### src/pkg/gpc_params.svh
// constants of the graphics port command register and its link
`ifndef GPC_PARAMS_SVH
`define GPC_PARAMS_SVH

`define GPC_CMD_OFFSET 8'ha8
`define GPC_CMD_RESET 32'h0000_0000
`define GPC_WORD_ADDR_LSB 2
`define GPC_RATE_LSB 0
`define GPC_RATE_1X_BIT 0
`define GPC_RATE_2X_BIT 1
`define GPC_RATE_4X_BIT 2
`define GPC_FAST_WRITE_BIT 4
`define GPC_ABOVE_4G_BIT 5
`define GPC_PORT_EN_BIT 8
`define GPC_SIDEBAND_EN_BIT 9
`define GPC_RATE_CAP_ALL 3'h7
`define GPC_SERVICE_CYCLES 4

`endif

### src/pkg/gpc_pkg.sv
// types shared by both ends of the graphics port
package gpc_pkg;

    typedef logic [2:0] gpc_rate_type;
    typedef logic [7:0] gpc_byte_type;
    typedef logic [15:0] gpc_sba_cmd_type;

    typedef enum logic [0:0] {
        GPC_SBA_IDLE = 1'b0,
        GPC_SBA_RECV = 1'b1
    } gpc_sba_state_type;

    typedef enum logic [1:0] {
        GPC_M_IDLE = 2'b00,
        GPC_M_PIPE = 2'b01,
        GPC_M_SBA = 2'b10,
        GPC_M_SYNC = 2'b11
    } gpc_master_state_type;

endpackage : gpc_pkg

### src/pkg/gpc_link_if.sv
// link between the graphics master and the bridge target
`timescale 1ns/1ps
interface gpc_link_if;
    logic pipe_valid;
    gpc_pkg::gpc_byte_type pipe_cmd;
    logic pipe_accept;
    logic pipe_done;
    logic sba_valid;
    gpc_pkg::gpc_byte_type sba_byte;
    logic sync_req;
    logic sync_ack;
    gpc_pkg::gpc_rate_type rate;

    modport device (
        input pipe_valid, pipe_cmd, sba_valid, sba_byte, sync_req,
        output pipe_accept, pipe_done, sync_ack, rate
    );

    modport master (
        output pipe_valid, pipe_cmd, sba_valid, sba_byte, sync_req,
        input pipe_accept, pipe_done, sync_ack, rate
    );
endinterface : gpc_link_if

### src/design/gpc_target_end.sv
// bridge target end: command register and request gating
`timescale 1ns/1ps
`include "gpc_params.svh"
module gpc_target_end #(
    parameter int SERVICE_CYCLES = `GPC_SERVICE_CYCLES
) (
    input wire logic i_sys_clk,
    input wire logic i_sys_rst,
    gpc_link_if.device link,
    input wire logic i_cfg_wr,
    input wire logic i_cfg_rd,
    input wire logic [7:0] i_cfg_addr,
    input wire logic [3:0] i_cfg_be,
    input wire logic [31:0] i_cfg_wdata,
    input wire logic i_quad_rate_override,
    output logic [31:0] o_cfg_rdata,
    output logic o_cfg_ack,
    output logic o_port_enable,
    output logic o_sideband_enable,
    output gpc_pkg::gpc_rate_type o_rate,
    output gpc_pkg::gpc_rate_type o_status_rate_cap,
    output gpc_pkg::gpc_byte_type o_pipe_cmd,
    output logic o_pipe_cmd_valid,
    output gpc_pkg::gpc_sba_cmd_type o_sba_cmd,
    output logic o_sba_cmd_valid
);

    // counter must hold the service time and be at least one cycle
    if (SERVICE_CYCLES < 1 || SERVICE_CYCLES > 255) begin : g_bad_service
        $error("gpc_target_end: SERVICE_CYCLES out of range");
    end

    // word decode of the command register
    function automatic logic cmd_hit(input logic [7:0] addr);
        logic [7:0] base;
        base = `GPC_CMD_OFFSET;
        cmd_hit = (addr[7:`GPC_WORD_ADDR_LSB] == base[7:`GPC_WORD_ADDR_LSB]);
    endfunction : cmd_hit

    // readback image; reserved and above-4GB read zero, fast-write bit reads back as stored
    function automatic logic [31:0] cmd_word(input gpc_pkg::gpc_rate_type rate, input logic fw,
                                             input logic pen, input logic sben);
        logic [31:0] w;
        w = `GPC_CMD_RESET;
        w[`GPC_RATE_4X_BIT:`GPC_RATE_LSB] = rate;
        w[`GPC_FAST_WRITE_BIT] = fw;
        w[`GPC_ABOVE_4G_BIT] = 1'b0;
        w[`GPC_PORT_EN_BIT] = pen;
        w[`GPC_SIDEBAND_EN_BIT] = sben;
        cmd_word = w;
    endfunction : cmd_word

    gpc_pkg::gpc_rate_type rate_r, rate_nxt;
    logic fw_r, fw_nxt;
    logic pen_r, pen_nxt;
    logic sben_r, sben_nxt;
    logic [31:0] rdata_r, rdata_nxt;
    logic ack_r, ack_nxt;
    gpc_pkg::gpc_rate_type cap_r, cap_nxt;
    logic [7:0] svc_r, svc_nxt;
    logic accept_r, accept_nxt;
    logic done_r, done_nxt;
    gpc_pkg::gpc_byte_type pcmd_r, pcmd_nxt;
    logic pvalid_r, pvalid_nxt;
    gpc_pkg::gpc_sba_state_type sba_r, sba_nxt;
    gpc_pkg::gpc_byte_type hi_r, hi_nxt;
    gpc_pkg::gpc_sba_cmd_type scmd_r, scmd_nxt;
    logic svalid_r, svalid_nxt;
    logic sync_r, sync_nxt;

    // next state of register file and link handling
    always_comb begin
        rate_nxt = rate_r;
        fw_nxt = fw_r;
        pen_nxt = pen_r;
        sben_nxt = sben_r;
        rdata_nxt = 32'h0000_0000;
        ack_nxt = i_cfg_wr | i_cfg_rd;
        svc_nxt = svc_r;
        accept_nxt = 1'b0;
        done_nxt = 1'b0;
        pcmd_nxt = pcmd_r;
        pvalid_nxt = 1'b0;
        sba_nxt = sba_r;
        hi_nxt = hi_r;
        scmd_nxt = scmd_r;
        svalid_nxt = 1'b0;
        sync_nxt = 1'b0;
        // capability image: 4X hidden while override is set
        cap_nxt = `GPC_RATE_CAP_ALL;
        cap_nxt[`GPC_RATE_4X_BIT] = ~i_quad_rate_override;
        // other offsets answer zero; they live in neighbouring blocks
        if (i_cfg_rd && cmd_hit(i_cfg_addr)) begin
            rdata_nxt = cmd_word(rate_r, fw_r, pen_r, sben_r);
        end
        if (i_cfg_wr && cmd_hit(i_cfg_addr)) begin
            if (i_cfg_be[0]) begin
                rate_nxt[`GPC_RATE_1X_BIT] = i_cfg_wdata[`GPC_RATE_1X_BIT];
                rate_nxt[`GPC_RATE_2X_BIT] = i_cfg_wdata[`GPC_RATE_2X_BIT];
                if (!i_quad_rate_override) begin
                    rate_nxt[`GPC_RATE_4X_BIT] = i_cfg_wdata[`GPC_RATE_4X_BIT];
                end
                // stored as written; only zero is a defined setting
                fw_nxt = i_cfg_wdata[`GPC_FAST_WRITE_BIT];
            end
            if (i_cfg_be[1]) begin
                pen_nxt = i_cfg_wdata[`GPC_PORT_EN_BIT];
                sben_nxt = i_cfg_wdata[`GPC_SIDEBAND_EN_BIT];
            end
        end
        // pipelined path: servicing runs to the end even once disabled
        if (svc_r != 8'h00) begin
            svc_nxt = svc_r - 8'h01;
            done_nxt = (svc_r == 8'h01);
        end else if (link.pipe_valid && pen_r) begin
            accept_nxt = 1'b1;
            pcmd_nxt = link.pipe_cmd;
            pvalid_nxt = 1'b1;
            svc_nxt = SERVICE_CYCLES[7:0];
        end
        // sync cycle answered only while the port is enabled
        if (link.sync_req && pen_r && !sync_r) begin
            sync_nxt = 1'b1;
        end
        // sideband capture: a started command is finished regardless of enable
        unique case (sba_r)
            gpc_pkg::GPC_SBA_IDLE: begin
                if (link.sba_valid && pen_r && sben_r) begin
                    hi_nxt = link.sba_byte;
                    sba_nxt = gpc_pkg::GPC_SBA_RECV;
                end
            end
            gpc_pkg::GPC_SBA_RECV: begin
                if (link.sba_valid) begin
                    scmd_nxt = {hi_r, link.sba_byte};
                    svalid_nxt = 1'b1;
                    sba_nxt = gpc_pkg::GPC_SBA_IDLE;
                end
            end
        endcase
    end

    // registers; all cleared by reset
    always_ff @(posedge i_sys_clk) begin
        if (i_sys_rst) begin
            rate_r <= 3'h0;
            fw_r <= 1'b0;
            pen_r <= 1'b0;
            sben_r <= 1'b0;
            rdata_r <= `GPC_CMD_RESET;
            ack_r <= 1'b0;
            cap_r <= 3'h0;
            svc_r <= 8'h00;
            accept_r <= 1'b0;
            done_r <= 1'b0;
            pcmd_r <= 8'h00;
            pvalid_r <= 1'b0;
            sba_r <= gpc_pkg::GPC_SBA_IDLE;
            hi_r <= 8'h00;
            scmd_r <= 16'h0000;
            svalid_r <= 1'b0;
            sync_r <= 1'b0;
        end else begin
            rate_r <= rate_nxt;
            fw_r <= fw_nxt;
            pen_r <= pen_nxt;
            sben_r <= sben_nxt;
            rdata_r <= rdata_nxt;
            ack_r <= ack_nxt;
            cap_r <= cap_nxt;
            svc_r <= svc_nxt;
            accept_r <= accept_nxt;
            done_r <= done_nxt;
            pcmd_r <= pcmd_nxt;
            pvalid_r <= pvalid_nxt;
            sba_r <= sba_nxt;
            hi_r <= hi_nxt;
            scmd_r <= scmd_nxt;
            svalid_r <= svalid_nxt;
            sync_r <= sync_nxt;
        end
    end

    // one rate register drives both the link rate and o_rate; no transfer logic uses it
    assign link.rate = rate_r;
    assign link.pipe_accept = accept_r;
    assign link.pipe_done = done_r;
    assign link.sync_ack = sync_r;
    assign o_rate = rate_r;
    assign o_cfg_rdata = rdata_r;
    assign o_cfg_ack = ack_r;
    assign o_port_enable = pen_r;
    assign o_sideband_enable = sben_r;
    assign o_status_rate_cap = cap_r;
    assign o_pipe_cmd = pcmd_r;
    assign o_pipe_cmd_valid = pvalid_r;
    assign o_sba_cmd = scmd_r;
    assign o_sba_cmd_valid = svalid_r;

endmodule : gpc_target_end

### src/flat_wrapper.sv
// flat-port wrapper written by rule: the top's interface ports become plain ports
module gpc_target_end_flat 
#(
    parameter int SERVICE_CYCLES = `GPC_SERVICE_CYCLES
)
  (i_sys_clk, i_sys_rst, i_cfg_wr, i_cfg_rd, i_cfg_addr, i_cfg_be, i_cfg_wdata, i_quad_rate_override, o_cfg_rdata, o_cfg_ack, o_port_enable, o_sideband_enable, o_rate, o_status_rate_cap, o_pipe_cmd, o_pipe_cmd_valid, o_sba_cmd, o_sba_cmd_valid, link_pipe_valid, link_pipe_cmd, link_sba_valid, link_sba_byte, link_sync_req, link_pipe_accept, link_pipe_done, link_sync_ack, link_rate);
  gpc_link_if link_i ();
  input wire logic i_sys_clk;
  input wire logic i_sys_rst;
  input wire logic i_cfg_wr;
  input wire logic i_cfg_rd;
  input wire logic [7:0] i_cfg_addr;
  input wire logic [3:0] i_cfg_be;
  input wire logic [31:0] i_cfg_wdata;
  input wire logic i_quad_rate_override;
  output logic [31:0] o_cfg_rdata;
  output logic o_cfg_ack;
  output logic o_port_enable;
  output logic o_sideband_enable;
  output gpc_pkg::gpc_rate_type o_rate;
  output gpc_pkg::gpc_rate_type o_status_rate_cap;
  output gpc_pkg::gpc_byte_type o_pipe_cmd;
  output logic o_pipe_cmd_valid;
  output gpc_pkg::gpc_sba_cmd_type o_sba_cmd;
  output logic o_sba_cmd_valid;
  input wire logic [$bits(link_i.pipe_valid)-1:0] link_pipe_valid;
  input wire logic [$bits(link_i.pipe_cmd)-1:0] link_pipe_cmd;
  input wire logic [$bits(link_i.sba_valid)-1:0] link_sba_valid;
  input wire logic [$bits(link_i.sba_byte)-1:0] link_sba_byte;
  input wire logic [$bits(link_i.sync_req)-1:0] link_sync_req;
  output wire logic [$bits(link_i.pipe_accept)-1:0] link_pipe_accept;
  output wire logic [$bits(link_i.pipe_done)-1:0] link_pipe_done;
  output wire logic [$bits(link_i.sync_ack)-1:0] link_sync_ack;
  output wire logic [$bits(link_i.rate)-1:0] link_rate;
  assign link_i.pipe_valid = link_pipe_valid;
  assign link_i.pipe_cmd = link_pipe_cmd;
  assign link_i.sba_valid = link_sba_valid;
  assign link_i.sba_byte = link_sba_byte;
  assign link_i.sync_req = link_sync_req;
  assign link_pipe_accept = link_i.pipe_accept;
  assign link_pipe_done = link_i.pipe_done;
  assign link_sync_ack = link_i.sync_ack;
  assign link_rate = link_i.rate;
  gpc_target_end #(.SERVICE_CYCLES(SERVICE_CYCLES)) u_core (.i_sys_clk(i_sys_clk), .i_sys_rst(i_sys_rst), .link(link_i), .i_cfg_wr(i_cfg_wr), .i_cfg_rd(i_cfg_rd), .i_cfg_addr(i_cfg_addr), .i_cfg_be(i_cfg_be), .i_cfg_wdata(i_cfg_wdata), .i_quad_rate_override(i_quad_rate_override), .o_cfg_rdata(o_cfg_rdata), .o_cfg_ack(o_cfg_ack), .o_port_enable(o_port_enable), .o_sideband_enable(o_sideband_enable), .o_rate(o_rate), .o_status_rate_cap(o_status_rate_cap), .o_pipe_cmd(o_pipe_cmd), .o_pipe_cmd_valid(o_pipe_cmd_valid), .o_sba_cmd(o_sba_cmd), .o_sba_cmd_valid(o_sba_cmd_valid));
endmodule
### config.mk
export PLATFORM = sky130hd
export DESIGN_NAME = gpc_target_end_flat
export DESIGN_NICKNAME = d
export VERILOG_FILES = /design/src/pkg/gpc_pkg.sv /design/src/pkg/gpc_link_if.sv /design/src/design/gpc_target_end.sv /design/src/flat_wrapper.sv
export VERILOG_INCLUDE_DIRS = /design/src /design/src/pkg
export SDC_FILE = /design/constraint.sdc
export NUM_CORES = 1
export LEC_CHECK = 0
export ABC_AREA = 1
export BUFFER_PORTS_ARGS = -buffer_cell sky130_fd_sc_hd__buf_2
export CORE_MARGIN = 2
export CORE_UTILIZATION = 43
export DETAILED_ROUTE_END_ITERATION = 7
export GPL_TIMING_DRIVEN = 0
export PLACE_DENSITY = 0.79
export SETUP_SLACK_MARGIN = 0.15
export SYNTH_ARGS = -nofsm -noshare
export SYNTH_HDL_FRONTEND = slang
export SYNTH_SLANG_ARGS = --single-unit
### constraint.sdc
create_clock -name i_sys_clk -period 1.9 [get_ports i_sys_clk]
set_input_delay 0.38 -clock i_sys_clk [delete_from_list [all_inputs] [get_ports i_sys_clk]]
set_output_delay 0.38 -clock i_sys_clk [all_outputs]
set_load 0.1 [all_outputs]
### Yosys cells after proc, flatten, opt, wreduce, memory -nomap -nowiden

Cells that the tools add are included.

| word-level totals | value |
|---|---|
| register bits | 87 |
| input bits | 68 |
| word-level logic and storage cells | 56 |
| output and inout bits | 73 |

| operators by class | value |
|---|---|
| eq/ne operators | 2 |
| bitwise operators | 5 |
| $add $sub $neg | 1 |
| mux-type cells | 9 |
| reductions and logical operators | 20 |

Operators with widths:

| cell | count |
|---|---|
| $mux 8 | 2 |
| $reduce_and 2->1 | 5 |
| $eq 8x1->1 const B | 1 |
| $reduce_bool 8->1 | 1 |
| $reduce_or 2->1 | 4 |
| $sub 8x1->8 const B | 1 |
| $logic_and 1x1->1 | 7 |
| $eq 6x6->1 const B | 1 |
| $mux 1 | 5 |
| $not 1->1 | 4 |
| $reduce_and 3->1 | 1 |
| $mux 2 | 1 |
| $pmux 1 s2 | 1 |
| $reduce_bool 2->1 | 1 |
| $logic_not 1->1 | 1 |
| $or 1x1->1 | 1 |

### Longest topological paths before layout

Gate-level depths: netlist of the first run.

| logic depth | value |
|---|---|
| depth after elaboration | 4 |
| mapped depth | 8 |
| depth with buffers taken out | 8 |

### Least setup slack after synthesis of the first run

No wires, ideal clock.

| timing | value |
|---|---|
| path type | reg-to-reg |
| from | register u_core.pen_r (netlist: u_core.o_port_enable) |
| to | register u_core.hi_r[0] |
| period minus slack after synthesis | 1.792 ns |
| setup time | 0.065 ns |
| arrival | 1.728 ns |
| data required time | 1.835 ns |
| cell stages (with the launch flop) | 5 |
| slack | 0.108 ns |
| cell sequence | dfxtp_1 nand3_1 inv_1 nor2_1 nor2_1 |

| on the way | value |
|---|---|
| word-level cells in the longest chain between the ends | 3 |

Ends and longest elaborated chain:

| item | line | source |
|---|---|---|
| from (decl) | gpc_target_end.sv:55 | `logic pen_r, pen_nxt;` |
| from (signal assigned) | gpc_target_end.sv:166 | `pen_r <= pen_nxt;` |
| $logic_and 1x1->1 (2 in a row) | gpc_target_end.sv:128 | `if (link.sba_valid && pen_r && sben_r) begin` |
| $reduce_and 2->1 (no line) | - |  |
| to (signal assigned) | gpc_target_end.sv:177 | `hi_r <= hi_nxt;` |
| to (decl) | gpc_target_end.sv:66 | `gpc_pkg::gpc_byte_type hi_r, hi_nxt;` |

Every way passes these cells.
A chain may end at the register's enable or synchronous reset.

### Worst setup path after layout of the first run

| timing | value |
|---|---|
| from | register u_core.rate_r[1] (netlist: u_core.link.rate[1]) |
| to | output o_rate[1] |

RTL lines:

| item | line | source |
|---|---|---|
| from (decl) | gpc_target_end.sv:53 | `gpc_pkg::gpc_rate_type rate_r, rate_nxt;` |
| from (signal assigned) | gpc_target_end.sv:164 | `rate_r <= rate_nxt;` |
| to (decl) | flat_wrapper.sv:20 | `output gpc_pkg::gpc_rate_type o_rate;` |

No word-level cell between the ends.

==> impl_metrics.csv, run 1 <==
group,metric,value,unit
run_status,outcome,"complete, no violations",
hold_path,min_path_type,"in2reg",
route,drc,0,
route,route.vias.total,2136,
logic_synthesis,syn_area,2432,µm²
route,drt_wl_total,5.059,mm
setup_path,worstPathRequired,1520,ps
floorplanning,die_x,79.21,µm
clocking,clkLatencyLatePin,330,ps
logic_synthesis,seq_area_frac_synth,49.38,%
setup_path,end_kind,"output port",
route,antenna_left,0,
clocking,cts_setup_buffers,0,
power_and_ir_drop,p_per_area,1052,nW/µm²
run,maxCapViolations,0,
clocking,clock-sinks,60,
layout,drive_gt1_share,33.64,%
power_and_ir_drop,p_switching,0.001140,W
layout,mostFrequentLayoutCells,"89 x nor2_1, 86 x buf_2, 55 x dfxtp_1",
sta,fin_crit,1570,ps
logic_synthesis,netlist-cell-type-count,27,
setup_path,cpMaxStageDelayCell,"buf_2",
setup_path,r2r_setup_slack,430,ps
layout,nNetsFinal,496,
place,io_buffers,83,
setup_path,slowest_delay,410,ps
route,firstDrtPassIters,4,
grt,grt_pass1_wl,8.273,mm
logic_synthesis,ys_ff_latch,60,
floorplanning,initial_core_util,44.44,%
grt,gr-total-overflow,0,
grt,antenna_found_initial,0,
setup_path,crit_fanout,4,
clocking,cts-hold-fix-buffers,0,
grt,grt_pass1_vias,1945,
place,place.gp.congestion,0.8139,
clocking,cts_htree_levels,3,
logic_synthesis,postSynthCellCount,307,
sta,hold_violations,0,
power_and_ir_drop,comb_power_share,26.2,%
place,place_hpwl,3.921,mm
clocking,cts_root_buf,"clkbuf_8",
setup_path,worstPathArrival,1190,ps
sta,setup_viol,0,
power_and_ir_drop,leakagePower,1.640,nW
sta,finalMaxSlewViolations,0,
logic_synthesis,post_synth.cell_area_avg,7.923,µm²
route,viasPerCell,4.247,
power_and_ir_drop,sequentialPowerShare,40.3,%
clocking,cts.clk_slew.worst_paths,70,ps
logic_synthesis,yosysWarnings,0,
grt,grtUsageTotal,16.91,%
sta,fmax,637.1,MHz
sta,tns,0,ps
power_and_ir_drop,clkPwrFrac,33.5,%
setup_path,reg2reg_depth,8,
setup_path,worst_r2r_startpoint,"u_core.svc_r[0]$_SDFFE_PP0P_",
sta,rsz0062_at_grt,"no",
setup_path,cp-start-kind,"flop",
route,wl_per_cell,10.06,µm
layout,final_common_cell,"nor2_1",
place,dp_worst_setup_slack,310.0,ps
power_and_ir_drop,total_power,0.003410,W
sta,timing.final.crit_share,82.61,%
hold_path,min-delay-start,"i_quad_rate_override",
floorplanning,design.portCount,141,
clocking,cts_tree,"done",
floorplanning,die_y,79.21,µm
hold_path,worst_hold_path.endpoint,"u_core.o_status_rate_cap[2]$_SDFF_PP0_",
hold_path,holdPathStages,2,
sta,setup_ws,330.3,ps
layout,syn_to_final_growth,33.23,%
floorplanning,die_area,6274,µm²
sta,finClkSkew,6.936,ps
layout,n_antenna_cell,0,
setup_path,path_cells,"buf_4 -> buf_2",
setup_path,crit_type,"reg2out",
layout,utilization,59.21,%
clocking,post_cts_resized,0,
route,drt_iter0_drc,45,
clocking,cts.path.max_buffers,2,
clocking,numCtsBuffers,9,
floorplanning,core_area,5473,µm²
power_and_ir_drop,peakVddDrop,514.7,µV
setup_path,r2r_end,"u_core.o_pipe_cmd[6]$_SDFFE_PP0P_",
power_and_ir_drop,p_sw_share,33.43,%
layout,n_fill_cell,517,
floorplanning,rows,27,
grt,grt_max_degree,11,
power_and_ir_drop,intPower,0.002270,W
## synth_stat cells
cell	n	area share, %
nor3_1	4	0.82
buf_1	1	0.15
o21ai_0	25	5.1
conb_1	1	0.15
nand4_1	4	1.0
o21ai_1	8	1.6
xnor2_1	1	0.36
nor2_4	1	0.46
dfxtp_1	60	49
clkinv_4	1	0.36
ha_1	2	1.0
nand2_1	17	2.6
nand2_4	2	0.93
clkbuf_1	3	0.46
xor2_1	4	1.4
a21oi_1	9	1.9
clkinv_1	1	0.15
buf_2	3	0.62
inv_1	23	3.5
nor2_8	1	0.82
or2_2	1	0.26
a211oi_1	1	0.31
buf_4	31	9.6
nor2_1	89	14
nand3_1	12	2.5
nor2_2	1	0.26
nand3_2	1	0.41
## kinds of logic (layout without fill, tap and decap cells)
logic type	count (synthesis)	after routing	share of synthesized area, %
DFF	60	60	49.38
AOI/OAI and AO/OA	43	43	8.951
and+or+nand+nor	133	133	23.82
xor gates and xnor gates	5	5	1.800
other	1	26	0.1542
adders and majority gates	2	2	1.029
buffers and inverters	63	162	14.87
## critical path: cells and delay by family, from the launching register on
kind	cells	cell delay, ps
buf+inv	2	510
flops	1	350
## per-stage QoR
stage / hold WS (ps) / area, µm² / cells
3_3_place_gp: 397.9 / 3038 / 487
4_1_cts: 239.0 / 3241 / 503
3_5_place_dp: 402.4 / 3038 / 487
2_1_floorplan: 408.4 / 2532 / 332
6_report: 247.7 / 3241 / 503
5_1_grt: 247.8 / 3241 / 503
## worst max path at each step
stage | end | cells past startpoint | slack (ps) | start
floorplan | o_pipe_cmd_valid | 1 | 160 | u_core.link.pipe_accept$_SDFF_PP0_
finish | o_rate[1] | 2 | 330 | u_core.link.rate[1]$_SDFFE_PP0P_
CTS | o_rate[1] | 2 | 310 | u_core.link.rate[1]$_SDFFE_PP0P_
global route | u_core.o_pipe_cmd[6]$_SDFFE_PP0P_ | 8 | 270 | u_core.svc_r[0]$_SDFFE_PP0P_
global placement | u_core.hi_r[3]$_SDFFE_PP0P_ | 5 | 360 | i_sys_rst
detailed placement | u_core.hi_r[3]$_SDFFE_PP0P_ | 5 | 310 | i_sys_rst
## layer usage
| metal | wire (µm) | up-vias | GRT usage [%] |
|---|---|---|---|
| met5 | 0 | - | 0 |
| met4 | 87 | 0 | 9.310 |
| met3 | 248 | 7 | 3.182 |
| met2 | 2540 | 62 | 29.41 |
| met1 | 2183 | 919 | 19.47 |
| li1 | - | 1148 | - |
## power groups by stage
stage / registers (W) / logic [W] / clock network [W]
final: 0.00137 / 0.000894 / 0.00114
after global routing: 0.00139 / 0.000979 / 0.00122
after CTS: 0.00138 / 0.000897 / 0.00117
after detailed placement: 0.00140 / 0.000895 / 0
after global placement: 0.00140 / 0.000869 / 0
after floorplan: 0.00144 / 0.000721 / 0
## registers in the layout (all words and copies together) (netlist names)
signal	count
u_core.fw_r	1
u_core.o_sba_cmd_valid	1
u_core.o_status_rate_cap	2
u_core.hi_r	8
u_core.o_cfg_rdata	6
u_core.o_port_enable	1
u_core.sba_r	1
u_core.o_cfg_ack	1
u_core.svc_r	8
u_core.link.sync_ack	1
u_core.link.pipe_accept	1
u_core.o_sideband_enable	1
u_core.o_sba_cmd	16
u_core.o_pipe_cmd	8
u_core.link.rate	3
u_core.link.pipe_done	1
## layout make-up
class                           instances  area (µm²)  share of cell area [%]
Sequential cell                        60        1207                   37.26
Multi-Input combinational cell        209       963.4                   29.73
Timing Repair Buffer                   83       415.4                   12.82
Buffer                                 38       262.8                   8.108
Clock buffer                           12       155.1                   4.788
Inverter                               25       98.84                   3.050
Tap cell                               72       90.09                   2.780
Clock inverter                          4       47.55                   1.467
Note: power is estimated with default switching activity, not from simulation.
==> run 2, diff against run 1 <==
==> constraint.sdc (replaced) <==
create_clock -name i_sys_clk -period 1.6 [get_ports i_sys_clk]
set_input_delay 0.32 -clock i_sys_clk [delete_from_list [all_inputs] [get_ports i_sys_clk]]
set_output_delay 0.32 -clock i_sys_clk [all_outputs]
set_load 0.1 [all_outputs]
==> run 2 against run 1 <==
Worst hold slack worse by 71 ps; power up 19%; critical path depth down 1; die area unchanged; non-clock buffer count unchanged; worst setup slack worse by 150 ps; critical path type unchanged; highest routed layer unchanged.
==> impl_metrics.csv, run 2 (same netlist as run 1, synthesis figures left out) <==
group,metric,value,unit
clocking,cts_setup_buffers,0,
clocking,cts_tree,"done",
power_and_ir_drop,total_power,0.004072,W
route,wl_per_cell,10.13,µm
sta,setup_viol,0,
layout,multi_input_area,975.9,µm²
place,io_buffers,83,
run_status,outcome,"complete, no violations",
grt,grt_max_degree,13,
sta,setup_ws,180.9,ps
clocking,numCtsBuffers,9,
sta,maxSlewHeadroom,66.50,%
sta,tns,0,ps
grt,antenna_found_initial,0,
layout,syn_to_final_growth,35.49,%
layout,drive_gt1_share,34.80,%
layout,final_common_cell,"nor2_1",
route,drc,0,
sta,rsz0062_at_grt,"no",
layout,fin_cells,503,
floorplanning,initial_core_util,44.44,%
setup_path,slowest_delay,430,ps
clocking,cts_root_buf,"clkbuf_8",
sta,worst_pin_slew,502.5,ps
power_and_ir_drop,leakagePower,1.627,nW
floorplanning,die_y,79.21,µm
layout,ff_latch_area,1210,µm²
sta,finalMaxSlewViolations,0,
clocking,post_cts_resized,8,
floorplanning,die_area,6274,µm²
clocking,cts_htree_levels,3,
setup_path,worstPathRequired,1280,ps
setup_path,critPathTopFamily,"buffers and inverters",
route,firstDrtPassIters,4,
setup_path,crit_fanout,2,
layout,mostFrequentLayoutCells,"89 x nor2_1, 69 x buf_2, 53 x dfxtp_1",
run,maxCapViolations,0,
sta,finClkSkew,7.076,ps
clocking,clock-sinks,60,
place,place_hpwl,3.917,mm
route,route.vias.total,2166,
route,antenna_left,0,
setup_path,r2r_setup_slack,290,ps
layout,largest_reg_flops,16,
floorplanning,rows,27,
floorplanning,design.portCount,141,
place,dp.cells,487,
clocking,cts.path.max_buffers,2,
grt,grt_pass1_vias,1917,
setup_path,path_cells,"buf_2",
setup_path,critPathBufInv,1,
setup_path,cp-start-kind,"flop",
setup_path,cpMaxStageDelayCell,"buf_2",
clocking,cts.clk_slew.worst_paths,70,ps
sta,timing.final.crit_share,88.70,%
sta,whs,176.7,ps
sta,fin_crit,1419,ps
route,viasPerCell,4.306,
grt,grt_pass1_wl,8.121,mm
clocking,cts-hold-fix-buffers,0,
layout,n_fill_cell,524,
grt,gr-total-overflow,0,
sta,hold_violations,0,
setup_path,worstPathArrival,1100,ps
place,dp_worst_setup_slack,96.22,ps
layout,nNetsFinal,496,
grt,grtUsageTotal,16.31,%
route,drt_wl_total,5.096,mm
route,drt_iter0_drc,89,
setup_path,end_kind,"output port",
place,place.gp.congestion,0.8666,
sta,fmax,704.7,MHz
hold_path,min_path_type,"in2reg",
power_and_ir_drop,peakVddDrop,631.3,µV
setup_path,crit_type,"reg2out",
floorplanning,die_x,79.21,µm
power_and_ir_drop,p_per_area,1236,nW/µm²
clocking,clkLatencyLatePin,330,ps
floorplanning,core_area,5473,µm²
layout,n_antenna_cell,0,
run 2: changes by cell type in the layout (fill, tap and decap cells not counted), sizes merged:
cell	previous run	this run
clkinvlp	1	2
clkbuf	15	22
clkinv	4	5
buf	118	108
inv	23	24
run 2: cell type report:
class | count | area share [%]
Buffer | 38 | 7.973
Clock inverter | 7 | 2.316
Inverter | 25 | 2.999
Clock buffer | 9 | 3.759
Sequential cell | 60 | 36.71
Tap cell | 72 | 2.733
Timing Repair Buffer | 83 | 13.90
Multi-Input combinational cell | 209 | 29.61
run 2: metal layers:
layer	global-route usage, %	up-vias	wire [µm]
met5	0	-	0
met2	27.97	62	2491
met4	6.379	0	61
met3	4.545	6	331
li1	-	1156	-
met1	19.27	942	2211
run 2: worst paths after layout:
kind / from / endpoint / depth (start not counted)
worst max-delay path: u_core.o_sba_cmd[5]$_SDFFE_PP0P_ / o_sba_cmd[5] / 1
worst min-delay path: i_quad_rate_override / u_core.o_status_rate_cap[2]$_SDFF_PP0_ / 2
worst max register to register: u_core.svc_r[0]$_SDFFE_PP0P_ / u_core.o_pipe_cmd[5]$_SDFFE_PP0P_ / 7
worst min register to register: u_core.link.sync_ack$_SDFF_PP0_ / u_core.link.sync_ack$_SDFF_PP0_ / 1
run 2: metrics by stage:
step / utilization [%] / cell area [µm²]
2_1_floorplan: - / 2535
6_report: 60.22 / 3296
3_3_place_gp: 55.56 / 3040
4_1_cts: 59.58 / 3261
3_5_place_dp: 55.56 / 3040
5_1_grt: 60.22 / 3296
run 2: worst reg2reg max path, delay by kind of cell, from the launching register on:
kind                       cells  cell delay [ps]
DFF                            1              340
AOI/OAI and AO/OA              1              150
adders and majority gates      1              180
and+or+nand+nor                4              440
buffers and inverters          1              110
run 2: power breakdown:
part           switching, W  total [W]  leakage, nW  internal (W)
Sequential        0.0000654    0.00164        0.489       0.00157
Combinational      0.000742    0.00109         1.04      0.000350
Clock              0.000619    0.00134       0.0958      0.000726
Total               0.00143    0.00407         1.63       0.00265
